--- src/hw/dses_pkg.sv ---
/*
 * Holds the shared constants of the DMA status and event summary block.
 * These are the register offsets, the field positions, the reset values and
 * the state and fault encodings.
 * Assumes a 32-bit AHB-Lite register bus with word-aligned registers.
 */
`default_nettype none

package dses_pkg;

    // Register byte offsets.
    localparam logic [7:0] DMA_STATUS_OFS = 8'h28;
    localparam logic [7:0] EVENT_MASK_OFS = 8'h38;

    // Reset values of the status and mask registers.
    localparam logic [31:0] DMA_STATUS_RST = 32'h0000_0000;
    localparam logic [31:0] EVENT_MASK_RST = 32'h0000_0000;

    // Event flag positions in the status register.
    localparam int TX_DONE_BIT = 0;
    localparam int TX_HALT_BIT = 1;
    localparam int TX_DESC_BIT = 2;
    localparam int JABBER_BIT = 3;
    localparam int TX_UFLOW_BIT = 5;
    localparam int RX_DONE_BIT = 6;
    localparam int RX_DESC_BIT = 7;
    localparam int RX_HALT_BIT = 8;
    localparam int RX_WDOG_BIT = 9;
    localparam int GP_TIMER_BIT = 11;
    localparam int FATAL_BIT = 13;
    localparam int ABN_SUM_BIT = 15;
    localparam int NRM_SUM_BIT = 16;
    localparam int RX_STATE_LSB = 17;
    localparam int TX_STATE_LSB = 20;
    localparam int FAULT_TYPE_LSB = 23;

    // Latched event flags that software clears by writing one.
    localparam logic [13:0] EVENT_BITS = 14'h2BEF;
    // Event flags that feed each summary.
    localparam logic [13:0] NORMAL_SET = 14'h0045;
    localparam logic [13:0] ABNORMAL_SET = 14'h2BAA;
    // Bits of the mask register that software may write.
    localparam logic [31:0] MASK_BITS = 32'h0001_ABEF;

    // Transmit process states.
    localparam logic [2:0] TX_STOP = 3'h0;
    // Receive process states.
    localparam logic [2:0] RX_STOP = 3'h0;
    localparam logic [2:0] RX_SUSPENDED = 3'h4;

    // Bus fault type encodings.
    localparam logic [2:0] FAULT_PARITY = 3'h0;
    localparam logic [2:0] FAULT_MASTER = 3'h1;
    localparam logic [2:0] FAULT_TARGET = 3'h2;

    // AHB-Lite transfer type of a non-sequential access.
    localparam logic [1:0] HTRANS_NONSEQ = 2'h2;

endpackage

`default_nettype wire

--- src/hw/dses_sticky_flags.sv ---
/*
 * Holds a vector of sticky flags that hardware sets and software clears.
 * Assumes that set and clear pulses come from logic on the same clock.
 */
`default_nettype none

module dses_sticky_flags #(
    parameter int WIDTH = 14
) (
    // Clock and reset.
    input wire logic core_clk_in,
    input wire logic reset_n_in,
    // Per-bit set, per-bit clear and synchronous wipe.
    input wire logic [WIDTH-1:0] set_in,
    input wire logic [WIDTH-1:0] clear_in,
    input wire logic wipe_in,
    // Current flag values.
    output logic [WIDTH-1:0] flags_out
);

    logic [WIDTH-1:0] flags_q; // Latched flags.

    // A set in the same cycle as a clear wins, so no event is lost to a clear; a wipe in that cycle beats both.
    always_ff @(posedge core_clk_in or negedge reset_n_in) begin
        if (!reset_n_in) begin
            flags_q <= '0;
        end else if (wipe_in) begin
            flags_q <= '0;
        end else begin
            flags_q <= (flags_q & ~clear_in) | set_in;
        end
    end

    assign flags_out = flags_q;

endmodule

`default_nettype wire

--- src/hw/dses_ahb_port.sv ---
/*
 * Holds the AHB-Lite slave front end: it captures the address phase and
 * turns the data phase into a one-cycle write strobe.
 * Assumes one master, single word transfers and zero wait states.
 */
`default_nettype none

module dses_ahb_port (
    // Clock and reset.
    input wire logic core_clk_in,
    input wire logic reset_n_in,
    // AHB-Lite slave signals.
    input wire logic hsel_in,
    input wire logic [31:0] haddr_in,
    input wire logic [1:0] htrans_in,
    input wire logic hwrite_in,
    input wire logic hready_in,
    // Decoded access towards the register file.
    output logic rd_take_out,
    output logic [7:0] rd_addr_out,
    output logic wr_stb_out,
    output logic [7:0] wr_addr_out
);

    logic wr_pend_q; // A write data phase follows.
    logic [7:0] wr_addr_q; // Address of that write.
    logic take; // Address phase accepted this cycle.

    // Only NONSEQ transfers are used; IDLE and BUSY are ignored.
    assign take = hsel_in && hready_in && (htrans_in == dses_pkg::HTRANS_NONSEQ);
    assign rd_take_out = take && !hwrite_in;
    assign rd_addr_out = haddr_in[7:0];

    // Remember a write address phase for its data phase.
    always_ff @(posedge core_clk_in or negedge reset_n_in) begin
        if (!reset_n_in) begin
            wr_pend_q <= 1'b0;
            wr_addr_q <= 8'h00;
        end else begin
            wr_pend_q <= take && hwrite_in;
            if (take) begin
                wr_addr_q <= haddr_in[7:0];
            end
        end
    end

    assign wr_stb_out = wr_pend_q;
    assign wr_addr_out = wr_addr_q;

endmodule

`default_nettype wire

--- src/hw/dses_status_block.sv ---
/*
 * Holds the DMA status and event summary block: process state fields,
 * latched event flags, summaries, fatal bus fault handling, an interrupt
 * mask and the AHB-Lite register access.
 * Assumes that the DMA engines, timers and bus master run on core_clk_in
 * and give one-cycle event pulses, so none of their signals is synchronised.
 */
// Local design decisions: the AHB-Lite interface to the registers and the register offsets.
// Summary of operation
// - Transmit state shown as read-only 3-bit field.
// - Receive state shown as read-only 3-bit field.
// - Normal summary from bits 0, 2, 6.
// - Abnormal summary from the eight abnormal flags.
// - Auxiliary summaries fold into both summary flags.
// - Events latch high until software writes one.
// - Bus faults set fatal flag, halting bus access.
// - General timer expiry sets its flag.
// - Receive watchdog expiry sets its flag.
// - Receive stop state entry sets its flag.
// - Missing receive descriptor flags and suspends reception.
// - Fault type field valid while fatal flag set.
`default_nettype none

module dses_status_block (
    // Clock and reset.
    input wire logic core_clk_in,
    input wire logic reset_n_in,
    // AHB-Lite slave port.
    input wire logic hsel_in,
    input wire logic [31:0] haddr_in,
    input wire logic [1:0] htrans_in,
    input wire logic hwrite_in,
    input wire logic [2:0] hsize_in,
    input wire logic hready_in,
    input wire logic [31:0] hwdata_in,
    output logic [31:0] hrdata_out,
    output logic hreadyout_out,
    output logic hresp_out,
    // Process states from the DMA engines.
    input wire logic [2:0] transmit_state_in,
    input wire logic [2:0] receive_state_in,
    // Event pulses from the DMA engines and timers.
    input wire logic tx_done_in,
    input wire logic tx_desc_missing_in,
    input wire logic tx_jabber_in,
    input wire logic tx_underflow_in,
    input wire logic rx_done_in,
    input wire logic rx_descriptor_missing_in,
    input wire logic rx_watchdog_expired_in,
    input wire logic gp_timer_expired_in,
    // Bus fault pulses from the system bus master.
    input wire logic bus_parity_fault_in,
    input wire logic bus_master_abort_in,
    input wire logic bus_target_abort_in,
    // Receive resume causes.
    input wire logic rx_poll_demand_in,
    input wire logic rx_new_frame_in,
    // Summary bits of the auxiliary status register.
    input wire logic aux_normal_summary_in,
    input wire logic aux_abnormal_summary_in,
    // Software reset command.
    input wire logic soft_reset_cmd_in,
    // Control outputs.
    output logic bus_access_enable_out,
    output logic rx_suspend_out,
    output logic irq_out
);

    // Decoded bus access.
    logic rd_take; // Read address phase accepted.
    logic [7:0] rd_addr; // Read address.
    logic wr_stb; // Write data phase strobe.
    logic [7:0] wr_addr; // Write address.

    // Register state.
    logic [2:0] transmit_state_q; // Registered transmit state.
    logic [2:0] receive_state_q; // Registered receive state.
    logic [2:0] bus_fault_type_q; // Type of the first bus fault.
    logic bus_halt_q; // Bus access stopped after a fatal fault.
    logic rx_suspend_q; // Reception suspended for want of a descriptor.
    logic [31:0] event_mask_q; // Interrupt mask, status layout.
    logic [31:0] hrdata_q; // Read data for the data phase.
    logic irq_q; // Registered interrupt line.

    // Flag vectors.
    logic [13:0] event_set; // Events arriving this cycle.
    logic [13:0] event_clear; // Write-one-to-clear pulses.
    logic [13:0] event_flags; // Latched event flags.
    logic normal_event_summary; // Normal summary bit.
    logic abnormal_event_summary; // Abnormal summary bit.
    logic fatal_bus_fault; // Fatal bus fault flag.
    logic any_bus_fault; // Any fault pulse this cycle.
    logic tx_enters_stop; // Transmit process just stopped.
    logic rx_process_halted; // Receive process just stopped.
    logic [31:0] dma_status_reg; // Assembled status word.

    // Front end for the AHB-Lite bus.
    dses_ahb_port u_ahb_port (
        .core_clk_in(core_clk_in),
        .reset_n_in(reset_n_in),
        .hsel_in(hsel_in),
        .haddr_in(haddr_in),
        .htrans_in(htrans_in),
        .hwrite_in(hwrite_in),
        .hready_in(hready_in),
        .rd_take_out(rd_take),
        .rd_addr_out(rd_addr),
        .wr_stb_out(wr_stb),
        .wr_addr_out(wr_addr)
    );

    // Every access is answered at once and always OKAY; hsize is not decoded
    // because only whole-word transfers occur.
    // No access ever waits.
    assign hreadyout_out = 1'b1;
    assign hresp_out = 1'b0;

    // Register the process states so the read field and stop detection
    // see the same value.
    // Codes 100 and 101 pass through.
    always_ff @(posedge core_clk_in or negedge reset_n_in) begin
        if (!reset_n_in) begin
            transmit_state_q <= dses_pkg::TX_STOP;
            receive_state_q <= dses_pkg::RX_STOP;
        end else begin
            transmit_state_q <= transmit_state_in;
            receive_state_q <= receive_state_in;
        end
    end

    // Stop flags fire only on entry to the stop state, not while resting in it,
    // so clearing them while stopped keeps them clear.
    // A stop held in reset sets nothing.
    assign tx_enters_stop = (transmit_state_in == dses_pkg::TX_STOP) &&
                            (transmit_state_q != dses_pkg::TX_STOP);
    assign rx_process_halted = (receive_state_in == dses_pkg::RX_STOP) &&
                               (receive_state_q != dses_pkg::RX_STOP);

    // All three share one fatal flag.
    assign any_bus_fault = bus_parity_fault_in || bus_master_abort_in || bus_target_abort_in;

    // Gather the event pulses into their flag positions.
    // Bits 4, 10 and 12 stay empty.
    always_comb begin
        event_set = 14'h0000;
        event_set[dses_pkg::TX_DONE_BIT] = tx_done_in;
        event_set[dses_pkg::TX_HALT_BIT] = tx_enters_stop;
        event_set[dses_pkg::TX_DESC_BIT] = tx_desc_missing_in;
        event_set[dses_pkg::JABBER_BIT] = tx_jabber_in;
        event_set[dses_pkg::TX_UFLOW_BIT] = tx_underflow_in;
        event_set[dses_pkg::RX_DONE_BIT] = rx_done_in;
        event_set[dses_pkg::RX_DESC_BIT] = rx_descriptor_missing_in;
        event_set[dses_pkg::RX_HALT_BIT] = rx_process_halted;
        event_set[dses_pkg::RX_WDOG_BIT] = rx_watchdog_expired_in;
        event_set[dses_pkg::GP_TIMER_BIT] = gp_timer_expired_in;
        event_set[dses_pkg::FATAL_BIT] = any_bus_fault;
    end

    // Writing one clears a flag; zeros and reserved positions do nothing.
    // They drop at the end of the data phase.
    assign event_clear = (wr_stb && wr_addr == dses_pkg::DMA_STATUS_OFS) ?
                         (hwdata_in[13:0] & dses_pkg::EVENT_BITS) : 14'h0000;

    // The latched event flags themselves.
    // Soft reset wipes them all.
    dses_sticky_flags #(
        .WIDTH(14)
    ) u_event_flags (
        .core_clk_in(core_clk_in),
        .reset_n_in(reset_n_in),
        .set_in(event_set),
        .clear_in(event_clear),
        .wipe_in(soft_reset_cmd_in),
        .flags_out(event_flags)
    );

    // It also qualifies the type.
    assign fatal_bus_fault = event_flags[dses_pkg::FATAL_BIT];

    // Summaries follow their flags, so they drop as soon as the last
    // contributing flag is cleared and stay while any remains.
    // Summary writes do nothing.
    assign normal_event_summary = |(event_flags & dses_pkg::NORMAL_SET) ||
                                  aux_normal_summary_in;
    assign abnormal_event_summary = |(event_flags & dses_pkg::ABNORMAL_SET) ||
                                    aux_abnormal_summary_in;

    // Capture the fault type when the fatal flag is first raised; a later
    // fault must not overwrite the cause software is about to read.
    // Reset gives the parity code.
    always_ff @(posedge core_clk_in or negedge reset_n_in) begin
        if (!reset_n_in) begin
            bus_fault_type_q <= dses_pkg::FAULT_PARITY;
        end else if (soft_reset_cmd_in) begin
            bus_fault_type_q <= dses_pkg::FAULT_PARITY;
        end else if (any_bus_fault && !fatal_bus_fault) begin
            // Parity beats master abort.
            if (bus_parity_fault_in) begin
                bus_fault_type_q <= dses_pkg::FAULT_PARITY;
            end else if (bus_master_abort_in) begin
                bus_fault_type_q <= dses_pkg::FAULT_MASTER;
            end else begin
                bus_fault_type_q <= dses_pkg::FAULT_TARGET;
            end
        end
    end

    // Bus access stays disabled after a fatal fault even if the flag is
    // cleared; only a soft reset brings the bus master back.
    // A fault beats a soft reset.
    always_ff @(posedge core_clk_in or negedge reset_n_in) begin
        if (!reset_n_in) begin
            bus_halt_q <= 1'b0;
        end else if (any_bus_fault) begin
            bus_halt_q <= 1'b1;
        end else if (soft_reset_cmd_in) begin
            bus_halt_q <= 1'b0;
        end
    end

    // High while DMA may use the bus.
    assign bus_access_enable_out = !bus_halt_q;

    // Receive suspension lasts until a poll demand, a new frame or a soft reset; a new
    // missing-descriptor event in the same cycle keeps it suspended.
    // Clearing bit 7 does not lift it.
    always_ff @(posedge core_clk_in or negedge reset_n_in) begin
        if (!reset_n_in) begin
            rx_suspend_q <= 1'b0;
        end else if (rx_descriptor_missing_in) begin
            rx_suspend_q <= 1'b1;
        end else if (soft_reset_cmd_in || rx_poll_demand_in || rx_new_frame_in) begin
            rx_suspend_q <= 1'b0;
        end
    end

    // Tells the receiver to wait.
    assign rx_suspend_out = rx_suspend_q;

    // Assemble the status word; unassigned positions read as zero.
    // Rebuilt every cycle.
    always_comb begin
        dma_status_reg = 32'h0000_0000;
        dma_status_reg[13:0] = event_flags & dses_pkg::EVENT_BITS;
        dma_status_reg[dses_pkg::ABN_SUM_BIT] = abnormal_event_summary;
        dma_status_reg[dses_pkg::NRM_SUM_BIT] = normal_event_summary;
        dma_status_reg[dses_pkg::RX_STATE_LSB +: 3] = receive_state_q;
        dma_status_reg[dses_pkg::TX_STATE_LSB +: 3] = transmit_state_q;
        // The type field shows zero unless the fatal flag makes it valid.
        dma_status_reg[dses_pkg::FAULT_TYPE_LSB +: 3] =
            fatal_bus_fault ? bus_fault_type_q : 3'h0;
    end

    // Mask register; a one lets the matching status bit raise the interrupt.
    // Other bits stay zero.
    always_ff @(posedge core_clk_in or negedge reset_n_in) begin
        if (!reset_n_in) begin
            event_mask_q <= dses_pkg::EVENT_MASK_RST;
        end else if (wr_stb && wr_addr == dses_pkg::EVENT_MASK_OFS) begin
            event_mask_q <= hwdata_in & dses_pkg::MASK_BITS;
        end
    end

    // Read data is sampled at the address phase, so the answer needs no
    // wait state; unmapped addresses read zero.
    // Only the low byte is decoded.
    always_ff @(posedge core_clk_in or negedge reset_n_in) begin
        if (!reset_n_in) begin
            hrdata_q <= 32'h0000_0000;
        end else if (rd_take) begin
            if (rd_addr == dses_pkg::DMA_STATUS_OFS) begin
                hrdata_q <= dma_status_reg;
            end else if (rd_addr == dses_pkg::EVENT_MASK_OFS) begin
                hrdata_q <= event_mask_q;
            end else begin
                hrdata_q <= 32'h0000_0000;
            end
        end
    end

    // Stands until the next read.
    assign hrdata_out = hrdata_q;

    // The interrupt is registered to keep glitches off the line; it follows
    // the masked status one cycle late.
    // Summaries may be unmasked too.
    always_ff @(posedge core_clk_in or negedge reset_n_in) begin
        if (!reset_n_in) begin
            irq_q <= 1'b0;
        end else begin
            irq_q <= |(dma_status_reg & event_mask_q & dses_pkg::MASK_BITS);
        end
    end

    // A level, high while unmasked.
    assign irq_out = irq_q;

endmodule

`default_nettype wire

--- config.mk ---
export PLATFORM = sky130hd
export DESIGN_NAME = dses_status_block
export DESIGN_NICKNAME = d
export VERILOG_FILES = /design/src/hw/dses_pkg.sv /design/src/hw/dses_sticky_flags.sv /design/src/hw/dses_ahb_port.sv /design/src/hw/dses_status_block.sv
export SDC_FILE = /design/constraint.sdc
export NUM_CORES = 1
export LEC_CHECK = 0
export BUFFER_PORTS_ARGS = -buffer_cell sky130_fd_sc_hd__buf_4
export CAP_MARGIN = 25
export CORE_AREA = 10 10 105 107
export CTS_CLUSTER_SIZE = 28
export DETAILED_ROUTE_END_ITERATION = 12
export DIE_AREA = 0 0 115 117
export PLACE_DENSITY = 0.68
export REMOVE_ABC_BUFFERS = 1
export SYNTH_ARGS = -nofsm -noshare
export SYNTH_HDL_FRONTEND = slang
export SYNTH_SLANG_ARGS = --single-unit
--- constraint.sdc ---
create_clock -name core_clk_in -period 4.6 [get_ports core_clk_in]
set_input_delay 1.38 -clock core_clk_in [delete_from_list [all_inputs] [get_ports core_clk_in]]
set_output_delay 1.38 -clock core_clk_in [all_outputs]
set_load 0.01 [all_outputs]
Yosys cells after proc, flatten, opt, wreduce, memory -nomap -nowiden. Index checks and enable logic that the tools add are counted. Widths: inputs -> output; s select.

Bits in registers: 80. Output and inout port bits: 37.

Muxes and demuxes: 13. Reduce and logical (&&, ||, !) cells: 28. Bitwise operators: 4. Equal/unequal tests: 5.

Operators with widths (count): $eq 8x6->1 const B (4); $mux 14 (2); $mux 26 (1); $and 17x17->17 (1); $mux 17 (1); $and 14x14->14 (1); $not 14->14 (1); $or 14x14->14 (1); $reduce_or 13->1 (1); $mux 3 (4); $logic_and 1x1->1 (9); $reduce_or 8->1 (1); $logic_not 3->1 (2); $logic_or 1x1->1 (6); $reduce_bool 2->1 (3); $reduce_bool 3->1 (2); $mux 1 (4); $logic_not 1->1 (3); $reduce_or 3->1 (1); $eq 2x2->1 const B (1); $mux 2 (1).

Logic depth before layout (Yosys ltp).
Depth in word-level cells: 7. Depth in mapped cells: 6.

Modules after synthesis. A second synthesis with hierarchy kept.

Cells, all modules: 256. Area, all modules: 3116.7 µm².

Modules (own cells, without submodules): dses_status_block (area an instance 2134.5 µm², cells an instance 170, instances 1); dses_sticky_flags (area an instance 571.8 µm², cells an instance 57, instances 1); dses_ahb_port (area an instance 410.4 µm², cells an instance 29, instances 1).

Worst setup path before layout. No wires, ideal clock.

Path type: input-to-reg. Start: input htrans_in[0]. End: register hrdata_q[18], in the netlist hrdata_out[18]. Required time: 4479 ps. Arrival: 2414 ps. Setup time: 121 ps. Path buffers: 2. Setup slack: 2065 ps. Stages on the path: 5. Cells stage by stage: nand4b_2 > buf_2 > nand2b_1 > buf_2 > a22o_1.

Word-level cells in the longest chain between the ends: 3.

RTL lines: start: declaration (line dses_status_block.sv:31) `input wire logic [1:0] htrans_in,`; $eq 2x2->1 (line dses_ahb_port.sv:30) `assign take = hsel_in && hready_in && (htrans_in == dses_pkg::HTRANS_NONSEQ);`; $logic_and 1x1->1 (line dses_ahb_port.sv:30); $logic_and 1x1->1 (line dses_ahb_port.sv:31) `assign rd_take_out = take && !hwrite_in;`; end signal: assignment (line dses_status_block.sv:272) `hrdata_q <= dma_status_reg;`; end signal: assignment (line dses_status_block.sv:274) `hrdata_q <= event_mask_q;`; end: declaration (line dses_status_block.sv:82) `logic [31:0] hrdata_q;`.

Every way passes these cells. A chain may end at the register's enable or synchronous reset.

Worst setup path in the final report.
Start: input htrans_in[0]. End: register hrdata_q[24], in the netlist hrdata_out[24].

The elaborated chain is that of the path after synthesis.

==> reports/results.tsv <==
stage	metric	value	unit
run_status	status	complete, no violations	
worst_setup_path	reg2reg start	u_ahb_port.wr_addr_out[2]$_DFFE_PN0P_	
sta	final setup TNS	0	ps
final_layout	synth-to-layout area growth	27.56	%
synth	Post-Syn Area	0.002815	sq mm
sta	Fin. Hold Viols	0	
synth	top cells by area, synth	dfrtp_1 (58%), mux2_2 (8.0%), a22oi_1 (4.3%)	
cts	clk slew on worst S/H paths	70	ps
global_route	Global Route Usage Sum	11.09	%
worst_setup_path	Critical Path Start Type	input pin	
cts	Skew-Pair Late Insertion Delay	340	ps
synth	Synth Area per Inst	11.83	sq um
cts	cts bufs inserted	9	
final_layout	layout cells sized above 1	37.26	%
synth	Seq cells post-synth	65	
synth	post-synthesis async set-or-reset flop share	100.0	%
global_route	pin count of the biggest net entering global routing	66	
worst_setup_path	Crit Path Class	in2reg	
synth	number of synthesized flops with an enable pin	0	
sta	final setup vio count	0	
sta	final-report max-slew violation count	0	
sta	unrepaired setup endpoints after global routing	false	
cts	clk sinks	65	
worst_setup_path	Critical Path, Cell by Cell	buf_4, nand4b_2, nand2b_1, a32o_1	
floorplan	# IOs	133	
synth	area share of the largest cell type after synthesis	57.78	%
sta	Final Critical Period	2921	ps
sta	fmax	342.3	MHz
min_path	HP Class	reg2reg	
worst_setup_path	Worst EP arrival	3140	ps
min_path	hold path depth	2	
worst_setup_path	max incr delay on CP	750	ps
sta	Worst Max-Slew Pin Slew	978.3	ps
min_path	HP Start	hrdata_out[11]$_DFFE_PN0P_	
power_and_ir_drop	Flop pwr share	50.4	%
placement	port bufs	73	
power_and_ir_drop	combinational share of power	8.9	%
placement	placed cell areas	0.003393	sq mm
floorplan	core box area	0.009021	sq mm
power_and_ir_drop	power per cell area	347.4	mW/mm^2
synth	most frequent cell after synthesis	dfrtp_1	
routing	routed length per placed instance	17.30	um
cts	H-tree depth	3	
cts	number of gates resized after CTS	0	
placement	Placed Instances	411	
worst_setup_path	cell family with most CP delay	simple AND/OR/NAND/NOR gates	
routing	Post-DRT Antenna Nets	0	
worst_setup_path	CP Max Fanout	21	
sta	Final Skew	11.06	ps
cts	# Post-CTS Setup Buffers	0	
placement	GP Congestion	0.7513	
power_and_ir_drop	net switching power	0.2848	mW
cts	CTS max path bufs	2	
worst_setup_path	FF-to-FF End	event_mask_q[7]$_DFFE_PN0P_	
final_layout	ant diodes	0	
sta	Final Worst Setup Slack	1679	ps
synth	Most used DFF post-synth	dfrtp_1	
floorplan	initial core utilization	31.21	%
final_layout	Finished Layout Cells	425	
floorplan	die width	115	um
cts	root buf cell	clkbuf_8	
power_and_ir_drop	cell-internal power	0.9627	mW
sta	Slew headroom	34.78	%
worst_setup_path	Buffers & Inverters on Critical Path	1	
routing	drt first-iter violations	79	
routing	DRC Markers	0	
synth	register area share after synthesis	57.78	%
worst_setup_path	Critical Path RT	4820	ps
floorplan	row cnt	35	
sta	fin crit share	63.51	%
synth	Yosys cell types	38	
power_and_ir_drop	Leakage Power	1.732	nW
global_route	first-pass GRT wire length	11630	um
floorplan	Die ar.	0.01346	sq mm
synth	number of synthesis warnings	0	
worst_setup_path	Slowest cell on crit path	nand2b_1	
power_and_ir_drop	Switching Fraction	22.83	%
global_route	grt ovf	0	
min_path	hold endpoint	hrdata_out[11]$_DFFE_PN0P_	
sta	worst hold slack	465.0	ps
power_and_ir_drop	maximum VDD drop	0.0001535	V
worst_setup_path	FF-to-FF setup slack	2710	ps
floorplan	Die Height	117	um
power_and_ir_drop	Clock power frac	40.7	%
routing	total number of vias	2068	
placement	Post-Place Setup Slack	1252	ps
worst_setup_path	Worst Setup End Kind	register	
cts	cts hold-fix bufs	0	
synth	most frequent cells after synthesis	dfrtp_1 (65), nand2_1 (29), mux2_2 (20)	
routing	Pre-antenna DRT Iters	4	
cts	CTS tree	built	
routing	Routed WL	7351	um
synth	Synth area leader	dfrtp_1	
global_route	number of global-route vias before repair	2276	
job	max-cap viol count	0	
final_layout	Finished Cell Area	0.003591	sq mm
worst_setup_path	R2R depth	3	
final_layout	# nets final	407	
global_route	antenna violations before repair	0	
placement	HPWL Detailed	5340	um
synth	cells after synthesis	238	
routing	Avg Vias per Cell	4.866	
## worst reg2reg max path, stage by stage, from the launching register on
cell,delay [ps]
dfrtp_1,390
nor4b_2,320
nand3_1,570
mux2_2,490
## worst max-delay path by stage
stage	startpoint	end	slack, ps	depth (start not counted)
3_5_place_dp	htrans_in[0]	hrdata_out[24]$_DFFE_PN0P_	1250	4
2_1_floorplan	htrans_in[0]	hrdata_out[0]$_DFFE_PN0P_	1690	4
3_3_place_gp	htrans_in[0]	hrdata_out[17]$_DFFE_PN0P_	1280	4
5_1_grt	htrans_in[0]	hrdata_out[6]$_DFFE_PN0P_	1540	5
6_report	htrans_in[0]	hrdata_out[24]$_DFFE_PN0P_	1680	4
4_1_cts	htrans_in[0]	hrdata_out[17]$_DFFE_PN0P_	1620	4
## metrics by stage
stage	power (mW)	utilization, %
final	1.247	39.81
after global routing	1.314	39.81
after CTS	1.263	39.81
after detailed placement	0.7533	37.61
after global placement	0.7477	37.61
after floorplan	0.6825	-
## kinds of logic (layout without fill, tap and decap cells)
| kind of cell | after synthesis | count (layout) | synth area share (%) |
|---|---|---|---|
| compound gates | 39 | 39 | 10.71 |
| buf+inv | 27 | 92 | 6.133 |
| flops | 65 | 65 | 57.78 |
| mux | 20 | 20 | 8.000 |
| other cells | 2 | 13 | 0.2668 |
| simple gates | 85 | 85 | 17.11 |
## flip-flops by register name, summed over array words and instances, names as in the netlist
name	count
bus_fault_type_q	2
bus_halt_q	1
event_mask_q	13
hrdata_out	21
irq_out	1
receive_state_q	3
rx_suspend_out	1
transmit_state_q	3
u_ahb_port.wr_addr_out	8
u_ahb_port.wr_stb_out	1
u_event_flags.flags_out	11
## layer usage
layer  vias up  part of all wire [%]  GRT usage, %
li1        969                     -             -
met1      1015                    43         13.46
met2        78                    47         17.53
met3         6                   8.7         4.740
met4         0                  0.99         3.218
met5         -                     0             0
## power by group through the flow
stage | Combinational, mW | Sequential [mW] | Clock [mW]
floorplan | 0.0502 | 0.632 | 0
global placement | 0.110 | 0.638 | 0
detailed placement | 0.114 | 0.640 | 0
CTS | 0.114 | 0.629 | 0.520
global route | 0.125 | 0.632 | 0.557
finish | 0.112 | 0.629 | 0.507
## cells in the final DEF, fill, tap and decap left out
cell type	netlist	final
a22oi_2	1	1
nor3b_1	8	8
a32o_1	2	2
a211o_1	1	1
nand3b_1	1	1
buf_4	14	74
a22o_1	6	6
inv_1	4	4
nand4b_2	1	1
mux2_2	20	20
nand2b_1	3	3
clkinv_2	0	2
or4_4	1	1
conb_1	2	13
a21oi_1	3	3
a22oi_1	16	16
nand3_1	2	2
a222oi_1	1	1
a31o_2	1	1
o22ai_1	1	1
and4bb_2	1	1
nor4b_2	1	1
clkbuf_8	0	9
or4_1	1	1
or3_1	2	2
clkbuf_1	4	1
nor3_1	12	12
nor2b_1	1	1
nand4bb_1	1	1
or4b_1	1	1
bufinv_16	0	2
o221a_2	2	2
dfrtp_1	65	65
nor4_4	2	2
o21ai_0	5	5
nand2_1	29	29
nor4_1	1	1
nor2_1	16	16
nand4_1	1	1
## layout make-up
type | instances | area (sq um)
inverters | 4 | 15.01
fillers | 896 | 5430
repair buffers | 74 | 555.5
flip-flops and latches | 65 | 1627
clock inverters | 4 | 70.07
multi-input cells | 157 | 1057
clock buffers | 10 | 127.6
well taps | 111 | 138.9
Power figures use the tool's default switching activity.
